[src/shcp_pkg.sv]
// Package of constants and carriers for the serial host command port
package shcp_pkg;
    // ******************************************************************
    // Widths and timing
    // ******************************************************************
    localparam int unsigned SHCP_BYTE_W      = 8;
    localparam int unsigned SHCP_CLK_PERIOD_PS = 5000;
    localparam int unsigned SHCP_HIZ_MAX_PS    = 1000000;
    localparam int unsigned SHCP_HIZ_CYC       = SHCP_HIZ_MAX_PS / SHCP_CLK_PERIOD_PS;
    localparam logic [2:0]  SHCP_BIT_MSB       = 3'h7;
    localparam logic [7:0]  SHCP_RST_BYTE      = 8'h00;

    // ******************************************************************
    // Carriers
    // ******************************************************************
    typedef struct packed {
        logic       cmd_valid;
        logic [1:0] cmd_count;
        logic [7:0] cmd_byte0;
        logic [7:0] cmd_byte1;
    } shcp_cmd_s;

    typedef struct packed {
        logic       data_out;
        logic       data_oe;
    } shcp_pin_s;
endpackage : shcp_pkg

[src/shcp_port.sv]
// Serial host command port slave logic
`timescale 1ns/100ps
module shcp_port
(
    input  wire logic              clk_i,
    input  wire logic              sys_rst_i,
    input  wire logic              clk_en_i,
    input  wire logic              chip_select_low_i,
    input  wire logic              serial_clock_i,
    input  wire logic              command_line_i,
    input  wire logic [7:0]        reply_byte_i,
    output logic                   reply_taken_o,
    output logic                   reply_out_line_o,
    output logic                   reply_out_line_oe_o,
    output shcp_pkg::shcp_cmd_s    cmd_o
);
    import shcp_pkg::*;

    // ******************************************************************
    // Input synchronisers
    // ******************************************************************
    logic [1:0] cs_sync_r;
    logic [1:0] sck_sync_r;
    logic [1:0] mosi_sync_r;
    logic       cs_d_r;
    logic       sck_d_r;

    always_ff @(posedge clk_i)
    begin
        if (sys_rst_i)
        begin
            cs_sync_r   <= 2'h3;
            sck_sync_r  <= 2'h0;
            mosi_sync_r <= 2'h0;
            cs_d_r      <= 1'h1;
            sck_d_r     <= 1'h0;
        end
        else if (clk_en_i)
        begin
            cs_sync_r   <= {cs_sync_r[0], chip_select_low_i};
            sck_sync_r  <= {sck_sync_r[0], serial_clock_i};
            mosi_sync_r <= {mosi_sync_r[0], command_line_i};
            cs_d_r      <= cs_sync_r[1];
            sck_d_r     <= sck_sync_r[1];
        end
    end

    logic cs_act;
    logic sck_rise;
    logic sck_fall;
    logic cs_start;
    logic cs_end;

    assign cs_act   = ~cs_sync_r[1];
    // Edges only count inside a frame, so idle polarity does not matter
    assign sck_rise = cs_act & ~cs_start & sck_sync_r[1] & ~sck_d_r;
    assign sck_fall = cs_act & ~cs_start & ~sck_sync_r[1] & sck_d_r;
    assign cs_start = cs_d_r & ~cs_sync_r[1];
    assign cs_end   = ~cs_d_r & cs_sync_r[1];

    // ******************************************************************
    // Command receive
    // ******************************************************************
    logic [7:0] sh_r;
    logic [2:0] bit_r;
    logic [1:0] cnt_r;
    logic [7:0] b0_r;
    logic [7:0] b1_r;

    always_ff @(posedge clk_i)
    begin
        if (sys_rst_i)
        begin
            sh_r  <= SHCP_RST_BYTE;
            bit_r <= 3'h0;
            cnt_r <= 2'h0;
            b0_r  <= SHCP_RST_BYTE;
            b1_r  <= SHCP_RST_BYTE;
        end
        else if (clk_en_i)
        begin
            if (cs_start)
            begin
                bit_r <= 3'h0;
                cnt_r <= 2'h0;
            end
            else if (sck_rise)
            begin
                sh_r  <= {sh_r[6:0], mosi_sync_r[1]};
                bit_r <= bit_r + 3'h1;
                if (bit_r == SHCP_BIT_MSB)
                begin
                    if (cnt_r == 2'h0)
                        b0_r <= {sh_r[6:0], mosi_sync_r[1]};
                    else if (cnt_r == 2'h1)
                        b1_r <= {sh_r[6:0], mosi_sync_r[1]};
                    if (cnt_r != 2'h3)
                        cnt_r <= cnt_r + 2'h1;
                end
            end
        end
    end

    // Command released only at end of frame
    always_ff @(posedge clk_i)
    begin
        if (sys_rst_i)
            cmd_o <= '0;
        else if (clk_en_i)
        begin
            cmd_o.cmd_valid <= cs_end && (cnt_r != 2'h0);
            if (cs_end)
            begin
                cmd_o.cmd_count <= (cnt_r > 2'h2) ? 2'h2 : cnt_r;
                cmd_o.cmd_byte0 <= b0_r;
                cmd_o.cmd_byte1 <= b1_r;
            end
        end
    end

    // ******************************************************************
    // Reply transmit
    // ******************************************************************
    logic [7:0] tx_r;
    logic [2:0] tbit_r;

    always_ff @(posedge clk_i)
    begin
        if (sys_rst_i)
        begin
            tx_r             <= SHCP_RST_BYTE;
            tbit_r           <= 3'h0;
            reply_out_line_o <= 1'h0;
            reply_taken_o    <= 1'h0;
        end
        else if (clk_en_i)
        begin
            reply_taken_o <= 1'h0;
            if (cs_start)
            begin
                tx_r             <= {reply_byte_i[6:0], 1'h0};
                tbit_r           <= 3'h1;
                reply_out_line_o <= reply_byte_i[7];
                reply_taken_o    <= 1'h1;
            end
            else if (sck_fall && bit_r != 3'h0)
            begin
                // Shift after each falling edge once bit_r is nonzero
                if (tbit_r == 3'h0)
                begin
                    tx_r             <= {reply_byte_i[6:0], 1'h0};
                    reply_out_line_o <= reply_byte_i[7];
                    reply_taken_o    <= 1'h1;
                end
                else
                begin
                    tx_r             <= {tx_r[6:0], 1'h0};
                    reply_out_line_o <= tx_r[7];
                end
                tbit_r <= tbit_r + 3'h1;
            end
            else if (sck_fall && bit_r == 3'h0 && tbit_r == 3'h0)
            begin
                tx_r             <= {reply_byte_i[6:0], 1'h0};
                reply_out_line_o <= reply_byte_i[7];
                reply_taken_o    <= 1'h1;
                tbit_r           <= 3'h1;
            end
        end
    end

    // Drive only while selected
    always_ff @(posedge clk_i)
    begin
        if (sys_rst_i)
            reply_out_line_oe_o <= 1'h0;
        else if (clk_en_i)
            reply_out_line_oe_o <= cs_act;
    end

    // ******************************************************************
    // Assertions
    // ******************************************************************
    property p_release;
        @(posedge clk_i) disable iff (sys_rst_i)
        (clk_en_i && cs_sync_r[1]) |=> !reply_out_line_oe_o;
    endproperty
    a_release: assert property (p_release) else $error("reply line driven while deselected");

    property p_hold_cmd;
        @(posedge clk_i) disable iff (sys_rst_i)
        cmd_o.cmd_valid |-> $past(cs_end);
    endproperty
    a_hold_cmd: assert property (p_hold_cmd) else $error("command released mid frame");

    property p_count;
        @(posedge clk_i) disable iff (sys_rst_i)
        (clk_en_i && sck_rise && bit_r == SHCP_BIT_MSB && cnt_r == 2'h0) |=> (cnt_r == 2'h1);
    endproperty
    a_count: assert property (p_count) else $error("byte count not advanced");

    property p_msb;
        @(posedge clk_i) disable iff (sys_rst_i)
        (clk_en_i && sck_rise) |=> (sh_r[0] == $past(mosi_sync_r[1]));
    endproperty
    a_msb: assert property (p_msb) else $error("sample not shifted in at rise");

    property p_fall_only;
        @(posedge clk_i) disable iff (sys_rst_i)
        (clk_en_i && !cs_start && !sck_fall) |=> $stable(tbit_r);
    endproperty
    a_fall_only: assert property (p_fall_only) else $error("reply shifted off falling edge");

    property p_first_bit;
        @(posedge clk_i) disable iff (sys_rst_i)
        (clk_en_i && cs_start) |=> (reply_out_line_o == $past(reply_byte_i[7]));
    endproperty
    a_first_bit: assert property (p_first_bit) else $error("reply not MSB first");

    property p_idle_edge;
        @(posedge clk_i) disable iff (sys_rst_i)
        (clk_en_i && sck_fall && bit_r == 3'h0 && tbit_r != 3'h0) |=> $stable(reply_out_line_o);
    endproperty
    a_idle_edge: assert property (p_idle_edge) else $error("leading fall shifted reply");
endmodule : shcp_port

[config.mk]
export PLATFORM = sky130hd
export DESIGN_NAME = shcp_port
export DESIGN_NICKNAME = d
export VERILOG_FILES = /design/src/shcp_pkg.sv /design/src/shcp_port.sv
export SDC_FILE = /design/constraint.sdc
export NUM_CORES = 1
export LEC_CHECK = 0
export BUFFER_PORTS_ARGS = -buffer_cell sky130_fd_sc_hd__buf_2
export CORE_ASPECT_RATIO = 1.1
export CORE_MARGIN = 4
export CORE_UTILIZATION = 55
export CTS_CLUSTER_DIAMETER = 50
export DETAILED_ROUTE_END_ITERATION = 8
export GPL_ROUTABILITY_DRIVEN = 0
export PLACE_DENSITY = 0.74
export SETUP_SLACK_MARGIN = 0.5
export SYNTH_ARGS = -nofsm -noshare
export SYNTH_HDL_FRONTEND = slang
export SYNTH_SLANG_ARGS = --single-unit
[constraint.sdc]
create_clock -name clk_i -period 2.45 [get_ports clk_i]
set_clock_uncertainty 0.2 [all_clocks]
set_input_delay 0.49 -clock clk_i [delete_from_list [all_inputs] [get_ports clk_i]]
set_output_delay 0.49 -clock clk_i [all_outputs]
set_load 0.005 [all_outputs]
==> key figures <==
Run status
  • Status: finished, final reports clean

STA
  • Max-slew violation count: 0
  • Final setup vio count: 0
  • F_max: roughly 530 MHz
  • Worst-Margin Slew: approximately 440 ps
  • Setup TNS: 0 ps
  • Fin crit share: 0.775
  • Max-slew headroom: 0.704
  • Hold Vio Cnt, Final: 0
  • Min cycle time layout: roughly 1900 ps
  • RSZ-0062 raised after global routing: false

Drt
  • Number of vias in the routed layout: between 2k and 2.5k
  • DRT Pass-1 Iters: 4
  • Final wirelength: between 5000 and 6000 um
  • WL per Instance: 14.0 um
  • Routed Antenna Nets: 0
  • DR iter-0 viols: 98
  • Vias/cell: between 5 and 6
  • Drc violations: 0

Yosys
  • Largest area contributor in the netlist: dfxtp_1
  • Number of synthesized flops with an enable pin: 0
  • Yosys warns: 0
  • Combinational family with the most area after synthesis: simple AND/OR/NAND/NOR gates
  • Most frequent cell after synthesis: dfxtp_1
  • Synth Area in Simple Gates: 0.192
  • Post-Synth XOR/XNOR Area: 0
  • Synth cell types: 39
  • Share of the synthesized area in the top cell type: 0.473
  • FFs w/ async S/R, synth: 0
  • Mean area per synthesized cell: 9.60 sq um
  • Yosys reg bits: 68
  • Cells after Synth: 300
  • Register area share after synthesis: 0.473
  • Primary FF master, synth: dfxtp_1
  • Synth Area in Adders: 0.0391
  • Synth top area cells: dfxtp_1, mux2i_1, nor2_1
  • Mapped Nets: between 300 and 400
  • Area fraction in compound gates after synthesis: 0.107
  • Mux cell area share after synthesis: 0.141
  • Top cells by count, synth: dfxtp_1, nor2_1, nand2_1, mux2i_1, a21oi_1
  • Mapped cell area: just under 3000 sq um

Clocking
  • Root Buffer Master: clkbuf_8
  • Clock sinks: 68
  • Latest clock arrival within the worst-skew pair: between 300 and 400 ps
  • Number of H-tree levels: 3
  • Clock slew at reported path FFs: 70 ps
  • TritonCTS clock tree: done
  • Num CTS Buffers: 9
  • Hold_buf cts: 0
  • Max clock buf depth: 2

Global routing
  • GRT met2 Usage: 0.297
  • Largest net degree at the start of global routing: 29
  • M3 GR Usage: 0.0421
  • Met1 usage: 0.232
  • Total GRT Usage: 0.186
  • Vias in the first global route: between 2k and 2.5k
  • Global route overflow: 0
  • Initial antenna violation count: 0
  • First-pass GRT wire length: about 9700 um
  • Most used routing layer: met2

Critical path
  • Setup crit end kind: flop
  • Critical Path RT: around 2500 ps
  • Delay-heaviest family, CP: simple AND/OR/NAND/NOR gates
  • CP max-delay cell: nor4b_4
  • WS Path Type: reg -> reg
  • Slowest cell delay on critical path: between 400 and 500 ps
  • CP Buf/Inv Count: 1
  • CP arrival: 1930 ps
  • CP Launch Type: flop
  • Crit Path Max Fanout: 8
  • CP cell instances: nor4b_4 -> nand3b_1 -> buf_6 -> mux2i_1 -> a2111oi_2

Power
  • Peak supply drop: around 0.39 mV
  • Pwr Density: around 630 nW/um^2
  • Lkg Pwr: 1.51 nW

Finish
  • Number of diodes: 0
  • Fin area: 3390 sq um
  • Total Nets Final: ~370
  • Register area: between 1000 and 1500 sq um
  • Area of the multi-input gates: 1440 sq um
  • Share of layout cells above drive strength 1: 0.249
  • Filler cells: ~400
  • P&R area growth vs syn: 17.7%

Die
  • Initial Util: 0.572
  • Rows: 27
  • Die extent in y: between 80 and 90 um
  • Core Area: about 5000 sq um
  • Ports: 36
  • Die Wd: slightly below 80 um
  • Die ar.: 6460 sq um

Run
  • Maximum Capacitance Violations: 0

Hold path
  • Hold crit path type: in -> reg

Placement
  • HPWL after DPL: roughly 3800 um
  • Placed cell area: approximately 3000 sq um
  • # port buffers: 35
## cell usage in the layout (no fill, tap or decap), drive strengths merged, types with 4 or more instances in the layout
cell and n:
buf 49, nand2 40, mux2i 38, inv 9, nor2b 4, clkbuf 10, dfxtp 68, ha 9
o21a 5, nor2 41, a21oi 23, nor3 10, a2111oi 7
## area by class of cell
cell class	instances	area share
clock buffer	10	0.0406
clock inverter	5	0.0155
inverter	9	0.00997
multi-input combinational	205	0.425
sequential	68	0.403
tap	58	0.0214
timing repair buffer	49	0.0838
## routing by layer
metal | wire, um | share of wire
met2 | 2760 | 0.49
met3 | 234 | 0.041
met4 | 128 | 0.023
met1 | 2550 | 0.45
met5 | 0 | 0
## final timing paths
check / startpoint / endpoint / slack [ps] / depth (start not counted)
worst max-delay path: cs_d_r / tx_r[2] / 550 / 5
worst min-delay path: chip_select_low_i / cs_sync_r[0] / 170 / 3
worst max register to register: cs_d_r / tx_r[2] / 550 / 5
worst min register to register: cmd_o[13] / cmd_o[13] / 250 / 2
## where the power goes
part | switching, mW | internal [mW] | total [mW]
combinational | 0.0627 | 0.0398 | 0.103
sequential | 0.00972 | 1.12 | 1.13
clock | 0.405 | 0.486 | 0.891
total | 0.477 | 1.64 | 2.12
## kinds of logic (layout without fill, tap and decap cells)
logic type                 after synthesis  after routing
DFF                                     68             68
buffers and inverters                   28             73
and+or+nand+nor                        115            115
muxes                                   40             40
AOI/OAI and AO/OA                       40             41
adders and majority gates                9              9
## metrics by stage
stage / std cells / worst slack, ps / util / hold slack [ps] / power (mW)
floorplan: 300 / 585 / - / 232 / 1.21
global placement: 382 / 252 / 0.612 / 241 / 1.24
detailed placement: 382 / 216 / 0.612 / 242 / 1.25
CTS: 400 / 511 / 0.655 / 164 / 2.13
global route: 404 / 509 / 0.673 / 174 / 2.20
finish: 404 / 552 / 0.673 / 169 / 2.12
## worst register-to-register path: stages, from the launching register on
cell       delay, ps
dfxtp_2          350
nor4b_4          420
nand3b_1         150
buf_6            170
mux2i_1          140
a2111oi_2        360
## state kept, by name, summed over array words and instances, names as in the netlist
name,count
cmd_o,19
b0_r,8
b1_r,8
sh_r,7
tx_r,7
bit_r,3
tbit_r,3
cnt_r,2
cs_sync_r,2
mosi_sync_r,2
sck_sync_r,2
cs_d_r,1
reply_out_line_o,1
reply_out_line_oe_o,1
reply_taken_o,1
sck_d_r,1
## timing repair
action	CTS	global route
endpoints found under the setup margin	18	8
gates cloned	0	1
buffers inserted	3	3
pin swaps	1	7
resized for setup	1	11
Note: power is estimated with default switching activity, not from simulation.
